**src/msb_defines.svh**
```systemverilog
// timing and protocol constants for the single-wire bus slave front end
// assumes a 125 MHz system clock; included by bare name
// What the bus protocol requires
// master alone sets bit timing, bus rate 10 to 100 kHz.
// stay locked with input edges off by up to 0.06 unit interval.
// keep decoding while rate drifts up to 0.50 percent per byte.
// tolerate 5 percent total rate drift within one command.
// slave-driven edges within 0.25 unit interval of ideal position.
// line high 600 us is standby pulse; slave resets and enters standby.
// in standby, the falling edge of header low pulse wakes slave.
// after end ack plus slave ack, master waits 10 us, then header.
// any other command end needs a standby pulse before next command.
// after power-on master makes low-to-high transition before any traffic.
// master sends no standby pulse while the slave drives the line.
// master on error sends standby pulse and repeats whole command.
// header is line low at least 5 us, then pattern 01010101.
// slave measures bit period from header and uses it thereafter.
// all bytes travel most significant bit first.
// every bit is Manchester coded on the one shared line.
// write cycle ends within 5 ms, or 10 ms for whole-array commands.
// received command held in an eight-bit instruction register.
// line input rejects glitches up to 50 ns.
// master starts all traffic; slave drives only its assigned slots.
// each byte is followed by master ack bit then slave ack bit.
// slave ack is a 1; negative ack has no middle edge.
// after header master sends continue ack, slave answers negative ack.
// slave re-measures timing on every master continue ack middle edge.
// a 1 rises at mid-bit, a 0 falls at mid-bit.
// slave leaves the line undriven whenever it is not transmitting.
`ifndef MSB_DEFINES_SVH
`define MSB_DEFINES_SVH
`define MSB_CLK_MHZ      125
`define MSB_STBY_US      600
`define MSB_HDR_LOW_NS   5000
`define MSB_GLITCH_NS    50
`define MSB_TE_MAX_US    100
`define MSB_WC_SHORT_US  5000
`define MSB_WC_LONG_US   10000
`define MSB_HDR_TAIL     3'h5
`define MSB_HDR_MEAS_N   3'h4
`define MSB_SLOT_MAK     4'h8
`define MSB_SLOT_SACK    4'h9
`define MSB_SLOT_LAST    4'h7
`define MSB_HDR_FIRST    4'h5
`endif

```
**src/msb_pkg.sv**
```systemverilog
// types shared by the single-wire bus slave front end
// assumes msb_defines.svh for numeric constants
package msb_pkg;
  typedef struct packed {
    logic       first;
    logic [7:0] data;
  } msb_rx_t;

  typedef enum logic [2:0] {
    ST_IDLE,
    ST_STANDBY,
    ST_HDR_LOW,
    ST_HDR_MEAS,
    ST_BITS
  } msb_state_t;
endpackage

```
**src/msb_slave.sv**
```systemverilog
// single-wire Manchester bus slave front end with receive fifo
// assumes one clk_sys domain at 125 MHz; line pin split into in/out/oe
`timescale 1ns/1ps
`include "msb_defines.svh"

// ----------------------------------------
// receive fifo
// ----------------------------------------
module msb_fifo #(
  parameter int WIDTH = 9,
  parameter int DEPTH = 8
) (
  input  wire logic             clk_sys,
  input  wire logic             rst,
  input  wire logic             in_valid,
  output logic                  in_ready,
  input  wire logic [WIDTH-1:0] in_data,
  output logic                  out_valid,
  input  wire logic             out_ready,
  output logic [WIDTH-1:0]      out_data
);
  localparam int AW = (DEPTH > 1) ? $clog2(DEPTH) : 1;
  if (DEPTH < 2) begin : g_bad_depth
    $error("fifo depth must be at least 2");
  end
  logic [WIDTH-1:0] mem [DEPTH];
  logic [AW-1:0]    wr_idx;
  logic [AW-1:0]    rd_idx;
  logic [AW:0]      count;
  logic             do_wr;
  logic             do_rd;

  assign in_ready  = (count != (AW+1)'(DEPTH));
  assign out_valid = (count != '0);
  assign out_data  = mem[rd_idx];
  assign do_wr     = in_valid && in_ready;
  assign do_rd     = out_valid && out_ready;

  always_ff @(posedge clk_sys)
    if (do_wr)
      mem[wr_idx] <= in_data;

  always_ff @(posedge clk_sys)
    if (rst)
    begin
      wr_idx <= '0;
      rd_idx <= '0;
      count  <= '0;
    end
    else
    begin
      if (do_wr)
        wr_idx <= (wr_idx == AW'(DEPTH - 1)) ? '0 : wr_idx + AW'(1);
      if (do_rd)
        rd_idx <= (rd_idx == AW'(DEPTH - 1)) ? '0 : rd_idx + AW'(1);
      count <= count + (AW+1)'(do_wr) - (AW+1)'(do_rd);
    end
endmodule

// ----------------------------------------
// bus slave top
// ----------------------------------------
module msb_slave #(
  parameter int STBY_CYC     = `MSB_STBY_US * `MSB_CLK_MHZ,
  parameter int WC_SHORT_CYC = `MSB_WC_SHORT_US * `MSB_CLK_MHZ,
  parameter int WC_LONG_CYC  = `MSB_WC_LONG_US * `MSB_CLK_MHZ,
  parameter int FIFO_DEPTH   = 8
) (
  input  wire logic            clk_sys,
  input  wire logic            rst,
  input  wire logic            line_in,
  output logic                 line_out,
  output logic                 line_oe,
  output logic                 rx_valid,
  input  wire logic            rx_ready,
  output msb_pkg::msb_rx_t     rx_data,
  input  wire logic            tx_valid,
  input  wire logic [7:0]      tx_data,
  output logic                 tx_ready,
  input  wire logic            nack_req,
  output logic [7:0]           instr,
  output logic                 cmd_done,
  output logic                 in_standby,
  output logic                 in_idle,
  input  wire logic            wc_start,
  input  wire logic            wc_long,
  output logic                 wc_busy
);
  localparam int HDR_LOW_CYC = (`MSB_HDR_LOW_NS * `MSB_CLK_MHZ + 999) / 1000;
  localparam int GLITCH_CYC  = (`MSB_GLITCH_NS * `MSB_CLK_MHZ + 999) / 1000;
  localparam int HDR_MAX_CYC = 5 * `MSB_TE_MAX_US * `MSB_CLK_MHZ;
  localparam int TW          = 17;
  localparam int SW          = $clog2(STBY_CYC + 1);
  localparam int WW          = $clog2(WC_LONG_CYC + 1);
  if (STBY_CYC < 2 || WC_SHORT_CYC < 1 || WC_LONG_CYC < WC_SHORT_CYC) begin : g_bad_par
    $error("timing parameters out of range");
  end

  // ----------------------------------------
  // input synchroniser and spike filter
  // ----------------------------------------
  logic       sync1;
  logic       sync2;
  logic       sync3;
  logic       line_f;
  logic [3:0] flt_cnt;
  logic       rise;
  logic       fall;
  logic       edge_any;

  always_ff @(posedge clk_sys)
    if (rst)
    begin
      sync1 <= 1'b1;
      sync2 <= 1'b1;
      sync3 <= 1'b1;
    end
    else
    begin
      sync1 <= line_in;
      sync2 <= sync1;
      sync3 <= sync2;
    end

  // level must hold past the spike width before it counts
  always_ff @(posedge clk_sys)
    if (rst)
    begin
      line_f  <= 1'b1;
      flt_cnt <= '0;
      rise    <= 1'b0;
      fall    <= 1'b0;
    end
    else
    begin
      rise <= 1'b0;
      fall <= 1'b0;
      if (sync2 != sync3 || sync3 == line_f)
        flt_cnt <= '0;
      else if (flt_cnt == 4'(GLITCH_CYC - 1))
      begin
        flt_cnt <= '0;
        line_f  <= sync3;
        rise    <= sync3;
        fall    <= ~sync3;
      end
      else
        flt_cnt <= flt_cnt + 4'h1;
    end
  assign edge_any = rise | fall;

  // ----------------------------------------
  // standby pulse detector
  // ----------------------------------------
  logic [SW-1:0] hi_cnt;
  logic          stby_hit;

  always_ff @(posedge clk_sys)
    if (rst || !line_f || line_oe)
      hi_cnt <= '0;
    else if (hi_cnt != SW'(STBY_CYC))
      hi_cnt <= hi_cnt + SW'(1);
  assign stby_hit = (hi_cnt == SW'(STBY_CYC - 1));

  // ----------------------------------------
  // bit engine
  // ----------------------------------------
  msb_pkg::msb_state_t state;
  logic [TW-1:0] t;
  logic [TW-1:0] period;
  logic [3:0]    slot;
  logic [2:0]    ecnt;
  logic [7:0]    sh;
  logic [7:0]    tx_sh;
  logic          tx_mode;
  logic          is_hdr;
  logic          master_continue_ack;
  logic          slave_ack;
  logic          push_ok;
  logic [1:0]    byte_idx;
  logic          push_valid;
  msb_pkg::msb_rx_t push_data;
  logic          push_ready;
  logic          owns;
  logic          drv;
  logic          bitv;
  logic [TW-1:0] half;
  logic [TW-1:0] win_lo;
  logic [TW-1:0] win_hi;

  assign owns   = (slot == `MSB_SLOT_SACK) || (tx_mode && slot <= `MSB_SLOT_LAST);
  assign half   = period >> 1;
  // quarter-period window absorbs jitter and per-byte drift
  assign win_lo = period - (period >> 2);
  assign win_hi = period + (period >> 2);
  // header never acked; full fifo or upper refusal gives negative ack
  assign drv    = (slot == `MSB_SLOT_SACK)
                ? (!is_hdr && !nack_req && (tx_mode || push_ok)) : 1'b1;
  assign bitv   = (slot == `MSB_SLOT_SACK) ? 1'b1 : tx_sh[7];

  always_ff @(posedge clk_sys)
    if (rst)
      push_ok <= 1'b0;
    else if (push_valid)
      push_ok <= push_ready;

  always_ff @(posedge clk_sys)
    if (rst)
    begin
      state      <= msb_pkg::ST_IDLE;
      t          <= '0;
      period     <= '0;
      slot       <= '0;
      ecnt       <= '0;
      sh         <= '0;
      tx_sh      <= '0;
      tx_mode    <= 1'b0;
      is_hdr     <= 1'b0;
      master_continue_ack        <= 1'b0;
      slave_ack        <= 1'b0;
      byte_idx   <= '0;
      push_valid <= 1'b0;
      push_data  <= '0;
      instr      <= '0;
      line_out   <= 1'b1;
      line_oe    <= 1'b0;
      tx_ready   <= 1'b0;
      cmd_done   <= 1'b0;
    end
    else if (stby_hit)
    begin
      state    <= msb_pkg::ST_STANDBY;
      line_oe  <= 1'b0;
      line_out <= 1'b1;
      tx_mode <= 1'b0;
    end
    else
    begin
      push_valid <= 1'b0;
      tx_ready   <= 1'b0;
      cmd_done   <= 1'b0;
      t          <= t + TW'(1);
      unique case (state)
        msb_pkg::ST_IDLE:
        begin
          line_oe  <= 1'b0;
          line_out <= 1'b1;
        end
        msb_pkg::ST_STANDBY:
          if (fall)
          begin
            state <= msb_pkg::ST_HDR_LOW;
            t     <= '0;
          end
        msb_pkg::ST_HDR_LOW:
          if (rise)
          begin
            state <= (t >= TW'(HDR_LOW_CYC)) ? msb_pkg::ST_HDR_MEAS : msb_pkg::ST_IDLE;
            ecnt  <= '0;
          end
        msb_pkg::ST_HDR_MEAS:
          if (edge_any)
          begin
            ecnt <= ecnt + 3'h1;
            if (ecnt == '0)
              t <= '0;
            if (ecnt == `MSB_HDR_MEAS_N)
            begin
              period  <= t >> 2;
              t       <= '0;
              state   <= msb_pkg::ST_BITS;
              slot    <= `MSB_HDR_FIRST;
              is_hdr  <= 1'b1;
              tx_mode <= 1'b0;
              byte_idx <= '0;
            end
          end
          else if (t > TW'(HDR_MAX_CYC))
            state <= msb_pkg::ST_IDLE;
        msb_pkg::ST_BITS:
          if (!owns)
          begin
            if (t == half)
            begin
              line_oe  <= 1'b0;
              line_out <= 1'b1;
            end
            if (edge_any && t >= win_lo)
            begin
              t <= '0;
              if (slot == `MSB_SLOT_MAK)
              begin
                period <= t;
                master_continue_ack    <= rise;
                slot   <= `MSB_SLOT_SACK;
                if (is_hdr && !rise)
                  state <= msb_pkg::ST_IDLE;
              end
              else
              begin
                sh   <= {sh[6:0], rise};
                slot <= slot + 4'h1;
                if (slot == `MSB_SLOT_LAST && is_hdr && {sh[1:0], rise} != `MSB_HDR_TAIL)
                  state <= msb_pkg::ST_IDLE;
                if (slot == `MSB_SLOT_LAST && !is_hdr)
                begin
                  push_valid      <= 1'b1;
                  push_data.data  <= {sh[6:0], rise};
                  push_data.first <= (byte_idx == 2'h0);
                  if (byte_idx == 2'h1)
                    instr <= {sh[6:0], rise};
                end
              end
            end
            else if (t > win_hi)
              state <= msb_pkg::ST_IDLE;                                 // missed edge
          end
          else
          begin
            if (t == half)
            begin
              line_oe  <= drv;
              // released output rests high so the pin never floats low
              line_out <= drv ? ~bitv : 1'b1;
              if (slot == `MSB_SLOT_SACK)
                slave_ack <= drv;
            end
            if (t == period)
            begin
              t        <= '0;
              line_out <= bitv;
              if (slot != `MSB_SLOT_SACK)
              begin
                tx_sh <= {tx_sh[6:0], 1'b0};
                slot  <= slot + 4'h1;
              end
              else if (is_hdr)
              begin
                is_hdr <= 1'b0;
                slot   <= '0;
              end
              else if (!slave_ack)
                state <= msb_pkg::ST_IDLE;
              else if (!master_continue_ack)
              begin
                state    <= msb_pkg::ST_STANDBY;
                line_oe  <= 1'b0;
                cmd_done <= 1'b1;
              end
              else
              begin
                slot     <= '0;
                byte_idx <= (byte_idx == 2'h2) ? byte_idx : byte_idx + 2'h1;
                tx_mode  <= tx_valid;
                tx_sh    <= tx_data;
                tx_ready <= tx_valid;
              end
            end
          end
        default:
          state <= msb_pkg::ST_IDLE;
      endcase
    end

  assign in_standby = (state == msb_pkg::ST_STANDBY);
  assign in_idle    = (state == msb_pkg::ST_IDLE);

  // ----------------------------------------
  // receive buffer
  // ----------------------------------------
  msb_fifo #(
    .WIDTH ($bits(msb_pkg::msb_rx_t)),
    .DEPTH (FIFO_DEPTH)
  ) u_fifo (
    .clk_sys   (clk_sys),
    .rst       (rst),
    .in_valid  (push_valid),
    .in_ready  (push_ready),
    .in_data   (push_data),
    .out_valid (rx_valid),
    .out_ready (rx_ready),
    .out_data  (rx_data)
  );

  // ----------------------------------------
  // self-timed write cycle
  // ----------------------------------------
  logic [WW-1:0] wc_cnt;

  always_ff @(posedge clk_sys)
    if (rst)
      wc_cnt <= '0;
    else if (wc_start && wc_cnt == '0)
      wc_cnt <= wc_long ? WW'(WC_LONG_CYC) : WW'(WC_SHORT_CYC);
    else if (wc_cnt != '0)
      wc_cnt <= wc_cnt - WW'(1);
  assign wc_busy = (wc_cnt != '0);
endmodule

```
**config.mk**
```make
export PLATFORM = sky130hd
export DESIGN_NAME = msb_slave
export DESIGN_NICKNAME = d
export VERILOG_FILES = /design/src/msb_pkg.sv /design/src/msb_slave.sv
export VERILOG_INCLUDE_DIRS = /design/src
export SDC_FILE = /design/constraint.sdc
export NUM_CORES = 1
export LEC_CHECK = 0
export BUFFER_PORTS_ARGS = -buffer_cell sky130_fd_sc_hd__buf_2
export CORE_MARGIN = 2
export CORE_UTILIZATION = 65
export CTS_CLUSTER_DIAMETER = 150
export DETAILED_ROUTE_END_ITERATION = 7
export PLACE_DENSITY = 0.81
export REMOVE_ABC_BUFFERS = 1
export SYNTH_ARGS = -nofsm -noshare
export SYNTH_HDL_FRONTEND = slang
export SYNTH_HIERARCHICAL = 1
export SYNTH_SLANG_ARGS = --single-unit
```
**constraint.sdc**
```tcl
create_clock -name clk_sys -period 7.6 [get_ports clk_sys]
set_input_delay 1.9 -clock clk_sys [delete_from_list [all_inputs] [get_ports clk_sys]]
set_output_delay 1.9 -clock clk_sys [all_outputs]
set_load 0.005 [all_outputs]
```
==> results.py, run 1 <==
metrics = {
    "run_status": {
        "status": "completed",
    },
    "placed_design": {
        "gp_congestion": 0.897,
        "place_hpwl_um": 18800,
        "portBuffers": 40,
    },
    "timing": {
        "finalCriticalPeriod_ns": 5.32,
        "hold_ws_ns": 0.411,
        "finalHoldViolations": 0,
        "slew_viol_final": 0,
        "rsz0062_at_grt": "no",
        "finalSetupViolations": 0,
        "max_freq_mhz": 188,
        "post-route-period-util_pct": 70.0,
        "tns_ns": 0,
        "tightest_slew_ns": 1.28,
        "relSlewSlack_pct": 14.6,
        "finClkSkew_ns": 0.00830,
    },
    "clock_network": {
        "cts_sinks": 221,
        "worst_skew_pair.late_latency_ns": 0.50,
        "numCtsBuffers": 22,
        "cts_root_buf": "clkbuf_16",
        "cts_tree": "yes",
        "holdBufCountCts": 0,
        "path_clk_slew_ns": 0.06,
        "cts_buffer_depth": 3,
        "post_cts_resized": 0,
        "htree_levels": 1,
        "postCtsSetupRepairBufs": 0,
    },
    "drt": {
        "vias_per_cell": 6.01,
        "wl_met2_um": 12800,
        "num_vias": 9581,
        "route.detailed.drc": 0,
        "firstDrtPassIters": 5,
        "wl_met3_um": 1680,
        "drtIter0Drc": 634,
        "drt-met1-wl_um": 12100,
        "top_layer_used": "met4",
        "wirelength_um": 27500,
        "wl_per_cell_um": 17.2,
        "antenna_left": 0,
    },
    "logic_synthesis": {
        "synth_top_area_share_pct": 23.7,
        "synth_seq_cells": 221,
        "synthTopCellsByArea": "dfxtp_1, edfxtp_1, ha_1, nor2_1, xor2_1",
        "synth-seq-area-share_pct": 40.9,
        "synth_flop_cell": "dfxtp_1",
        "synth_area_leader_cell": "dfxtp_1",
        "async_reset_ff_share_pct": 0,
        "syn_area_per_cell_um2": 9.50,
        "syn-cell-area_um2": 12600,
        "synth_cell_type_count": 83,
        "yosys_warnings": 6,
        "synth-edff-count": 72,
        "synth_cells": 1322,
    },
    "cells_and_area": {
        "final_nets": 1429,
        "final_common_cell": "nor2_1",
        "layout_common_cells": "nor2_1, dfxtp_1, nand2_1",
        "drive_above_1_share_pct": 9.60,
        "diodes": 0,
        "area_growth_syn_to_layout_pct": 7.37,
    },
    "critical_path": {
        "crit_start": "period[4]$_SDFFE_PP0P_",
        "endpoint_kind": "flip-flop",
        "required_ns": 8.00,
        "startpoint_type": "flip-flop",
        "rr_endpoint": "period[4]$_SDFFE_PP0P_",
        "rrSetupSlack_ns": 2.28,
        "critical_path_class": "flip-flop to flip-flop",
        "worstReg2RegStart": "period[4]$_SDFFE_PP0P_",
        "worstPathArrival_ns": 5.72,
        "reg2reg_depth": 19,
        "cp_max_fo": 34,
    },
    "die": {
        "core_um2": 18800,
        "row_count": 50,
        "fp.dieW_um": 143,
        "die_y_um": 143,
        "die_area_um2": 20500,
        "io-pin-count": 41,
        "initial_core_util_pct": 66.7,
    },
    "grt": {
        "grt_pass1_vias": 9118,
        "antenna_found_initial": 0,
        "grt_max_degree": 80,
        "grt_pass1_wl_um": 45200,
        "grt.total_usage_pct": 27.2,
        "grt_overflow": 0,
    },
    "hold_path": {
        "worstHoldStart": "sync1$_SDFF_PP1_",
        "min_to": "sync2$_SDFF_PP1_",
        "holdPathStages": 1,
        "hold_path_class": "flip-flop to flip-flop",
    },
    "pwr": {
        "powerDensity_nw_per_um2": 211,
        "power_w": 0.00284,
        "total_leakage_power_nw": 5.42,
        "vdd_drop_max_v": 0.000184,
    },
    "flow_run": {
        "drv_cap": 0,
    },
}
-- layer usage --
metal	GRT usage (%)	vias to the layer above
li1	-	4673
met3	4.12	65
met4	9.02	0
met1	36.6	4511
met5	0	-
met2	45.2	332
-- worst max path at each step --
stage,slack [ns],cells past startpoint,endpoint
after floorplan,2.79,19,period[0]$_SDFFE_PP0P_
after global placement,2.61,19,period[16]$_SDFFE_PP0P_
after detailed placement,2.40,19,period[4]$_SDFFE_PP0P_
after CTS,2.36,19,period[4]$_SDFFE_PP0P_
after global routing,1.74,19,period[4]$_SDFFE_PP0P_
final,2.28,19,period[4]$_SDFFE_PP0P_
-- worst max-delay path: stages (launching register included) --
cell	delay, ns
dfxtp_1	0.47
inv_1	0.08
ha_1	0.39
nor2b_1	0.17
o21ai_1	0.18
a21oi_1	0.13
o41ai_2	0.40
o211ai_1	0.22
nand2_1	0.11
nor3_1	0.05
a2111oi_0	0.46
ha_1	0.22
a21o_1	0.11
a21o_1	0.10
a21oi_1	0.07
nor3_1	0.34
nor2_1	0.18
a221oi_4	1.11
nor2_1	0.11
a311oi_1	0.29
-- registers in the layout (all words and copies together), names as in the netlist, 4 cells and up, named ones only --
name	count
instr	8
sh	7
t	17
u_fifo/count	4
tx_sh	8
hi_cnt	17
flt_cnt	4
period	17
wc_cnt	21
u_fifo/mem	72
push_data	9
slot	4
-- Yosys cell counts, drive strengths merged (10+ instances only) --
cell	instances
nor3	43
clkbuf	41
a21oi	89
buf	32
o21ai	31
nand2b	27
xnor2	46
or2	10
nand2	109
edfxtp	72
inv	57
a311oi	16
mux4	18
xor2	59
nand3	34
mux2i	35
nor2b	16
or3	12
a21o	12
nand4	17
nor2	173
nor4	19
and3	10
mux2	10
dfxtp	149
ha	90
-- cell type report --
cell class                 count  area, um^2
fill                        1332        5340
clock inverter                 7        56.3
sequential                   221        5140
timing repair buffer          47         255
inverter                      58         218
tap                          260         325
multi-input combinational    970        6890
clock buffer                  31         606
-- kinds of logic (layout without fill, tap and decap cells) --
group,after synthesis,after routing,share of synthesized area (%)
simple gates,500,500,19.5
buf+inv,131,143,4.51
compound gates,209,209,10.7
fa+ha+maj,93,93,9.44
xor+xnor,105,105,7.38
flops,221,221,40.9
mux,63,63,7.45
-- power breakdown --
part	internal, W	switching (W)
combinational	0.000233	0.000239
clock	0.000587	0.000431
sequential	0.00127	0.0000767
total	0.00209	0.000746
-- stage by stage --
step / utilization (%) / instances / setup WS (ns) / area (um^2)
after floorplan: - / 1249 / 2.79 / 12200
after global placement: 68.1 / 1556 / 2.61 / 12800
after detailed placement: 68.1 / 1556 / 2.40 / 12800
after CTS: 71.6 / 1594 / 2.36 / 13500
after global routing: 71.6 / 1594 / 1.74 / 13500
final: 71.6 / 1594 / 2.28 / 13500
Power figures use the tool's default switching activity.
==> run 2: changes to the inputs <==
--- a/config.mk
+++ b/config.mk
@@ -8,10 +8,10 @@
 export LEC_CHECK = 0
 export BUFFER_PORTS_ARGS = -buffer_cell sky130_fd_sc_hd__buf_2
 export CORE_MARGIN = 2
-export CORE_UTILIZATION = 65
+export CORE_UTILIZATION = 57
 export CTS_CLUSTER_DIAMETER = 150
 export DETAILED_ROUTE_END_ITERATION = 7
-export PLACE_DENSITY = 0.81
+export PLACE_DENSITY = 0.75
 export REMOVE_ABC_BUFFERS = 1
 export SYNTH_ARGS = -nofsm -noshare
 export SYNTH_HDL_FRONTEND = slang
==> constraint.sdc (replaced) <==
create_clock -name clk_sys -period 4.85 [get_ports clk_sys]
set_input_delay 1.2125 -clock clk_sys [delete_from_list [all_inputs] [get_ports clk_sys]]
set_output_delay 1.2125 -clock clk_sys [all_outputs]
set_load 0.005 [all_outputs]
==> run 2 against run 1 <==
Against the previous run:
- first-iteration DRC count up 4.3%
- utilization down 7.9 points
- worst hold slack better by 0.0069 ns
- register-to-register slack worse by 1.9 ns
- sequential power rose by 57%
- via count decreased by 1.0%
- clock skew is 0.016 ns higher
- cell count rose by 3.1%
- clock power is 76% higher
==> results.py, run 2 (synthesized netlist as in run 1, its figures left out) <==
metrics = {
    "clock_network": {
        "cts_sinks": 221,
        "path_clk_slew_ns": 0.06,
        "cts_buffer_depth": 3,
        "postCtsSetupRepairBufs": 0,
        "htree_levels": 1,
        "cts_root_buf": "clkbuf_16",
        "worst_skew_pair.late_latency_ns": 0.52,
        "numCtsBuffers": 24,
        "cts_tree": "yes",
    },
    "cells_and_area": {
        "final_common_cell": "nor2_1",
        "final_nets": 1455,
        "fill_cells": 1740,
        "largest_register": "u_fifo/mem",
        "area_growth_syn_to_layout_pct": 10.3,
        "diodes": 0,
        "final_util_pct": 63.7,
        "top_regs": "u_fifo/mem: 72 flops, wc_cnt: 21 flops",
        "drive_above_1_share_pct": 12.3,
        "layout_common_cells": "nor2_1, dfxtp_1, nand2_1",
        "largest_reg_flops": 72,
    },
    "grt": {
        "grt_pass1_wl_um": 45100,
        "grt_overflow": 0,
        "antenna_found_initial": 0,
        "grt_max_degree": 59,
        "grt.total_usage_pct": 23.1,
        "grt_pass1_vias": 9122,
    },
    "die": {
        "die_y_um": 152,
        "initial_core_util_pct": 57.8,
        "row_count": 54,
        "fp.dieW_um": 152,
        "core_um2": 21800,
        "die_area_um2": 23200,
        "io-pin-count": 41,
    },
    "drt": {
        "drtIter0Drc": 661,
        "wirelength_um": 27000,
        "num_vias": 9485,
        "antenna_left": 0,
        "vias_per_cell": 5.77,
        "firstDrtPassIters": 6,
        "wl_per_cell_um": 16.5,
        "route.detailed.drc": 0,
    },
    "critical_path": {
        "crit_start": "period[3]$_SDFFE_PP0P_",
        "worstReg2RegStart": "period[3]$_SDFFE_PP0P_",
        "cp_max_fo": 5,
        "worstPathArrival_ns": 4.86,
        "critical_path_class": "flip-flop to flip-flop",
        "endpoint_kind": "flip-flop",
        "startpoint_type": "flip-flop",
        "required_ns": 5.22,
    },
    "placed_design": {
        "place_hpwl_um": 18900,
        "gp_congestion": 0.914,
        "post-place-ws_ns": 0.0591,
        "portBuffers": 40,
    },
    "pwr": {
        "powerDensity_nw_per_um2": 336,
        "total_leakage_power_nw": 5.63,
        "vdd_drop_max_v": 0.000360,
    },
    "timing": {
        "rsz0062_at_grt": "no",
        "finalSetupViolations": 0,
        "max_freq_mhz": 223,
        "setup_ws_ns": 0.367,
        "tightest_slew_ns": 1.01,
        "finClkSkew_ns": 0.0245,
        "tns_ns": 0,
        "finalHoldViolations": 0,
        "slew_viol_final": 0,
        "relSlewSlack_pct": 32.1,
        "finalCriticalPeriod_ns": 4.48,
        "post-route-period-util_pct": 92.4,
    },
    "flow_run": {
        "drv_cap": 0,
    },
    "hold_path": {
        "worstHoldStart": "sync1$_SDFF_PP1_",
        "hold_path_class": "flip-flop to flip-flop",
    },
    "run_status": {
        "status": "completed",
    },
}
==> run 2: cell types whose count changed in the layout (fill, tap and decap cells not counted), moves of 2 or more <==
cell,delta
buf_4,+23
clkbuf_16,+2
clkinv_1,-2
clkinv_4,+2
a2111oi_0,-2
clkbuf_1,-4
a2111oi_2,+2
clkbuf_8,+5
clkinv_2,+2
==> run 2: final cells by class <==
type                    count  area, um^2  area share, %
clock buffers              34         709           5.12
clock inverters            10        83.8          0.605
inverters                  58         218           1.57
multi-input cells         970        6900           49.8
flip-flops and latches    221        5140           37.1
well taps                 280         350           2.53
repair buffers             71         448           3.23
==> run 2: path summary, 6_finish.rpt <==
path	endpoint	depth (start not counted)	slack [ns]
hold / removal	sync2$_SDFF_PP1_	1	0.42
hold reg to reg	sync2$_SDFF_PP1_	1	0.42
setup / recovery	state[0]$_SDFFE_PP0P_	17	0.37
setup reg to reg	state[0]$_SDFFE_PP0P_	17	0.37
==> run 2: where the power goes <==
group	leakage, nW	total [W]	switching [W]	internal [W]
logic	3.36	0.000740	0.000370	0.000370
registers	1.87	0.00212	0.000121	0.00200
clock network	0.392	0.00180	0.000731	0.00107
==> run 2: through the flow <==
step	hold WS [ns]	std cells	cell area (um^2)	power (W)
6_report	0.418	1644	13900	0.00466
4_1_cts	0.421	1644	13800	0.00469
3_3_place_gp	0.396	1600	13000	0.00287
3_5_place_dp	0.399	1600	13000	0.00290
2_1_floorplan	0.389	1249	12200	0.00271
5_1_grt	0.434	1644	13900	0.00488
==> run 2: critical path, stage by stage (launching register included) <==
cell	delay [ns]
dfxtp_1	0.44
inv_1	0.12
ha_1	0.29
nor2b_1	0.14
o31a_1	0.28
o211ai_1	0.33
a311oi_1	0.15
o21a_1	0.22
o21a_1	0.19
o311ai_0	0.41
ha_1	0.33
a21o_1	0.16
a21oi_1	0.15
nor3_1	0.10
a2111o_2	0.48
o211ai_1	0.26
mux2i_1	0.21
a21oi_1	0.08
==> run 2: timing repair <==
| action | CTS | global route |
|---|---|---|
| gates resized for setup | 0 | 7 |
| setup endpoints to repair | 0 | 56 |
| hold buffers | 0 | 0 |
==> run 2: layer usage <==
layer,global-route usage (%),vias up,part of all wire [%]
li1,-,4718,-
met1,31.9,4497,46
met2,39.0,227,47
met3,2.96,43,5.0
met4,5.78,0,2.2
met5,0,-,0
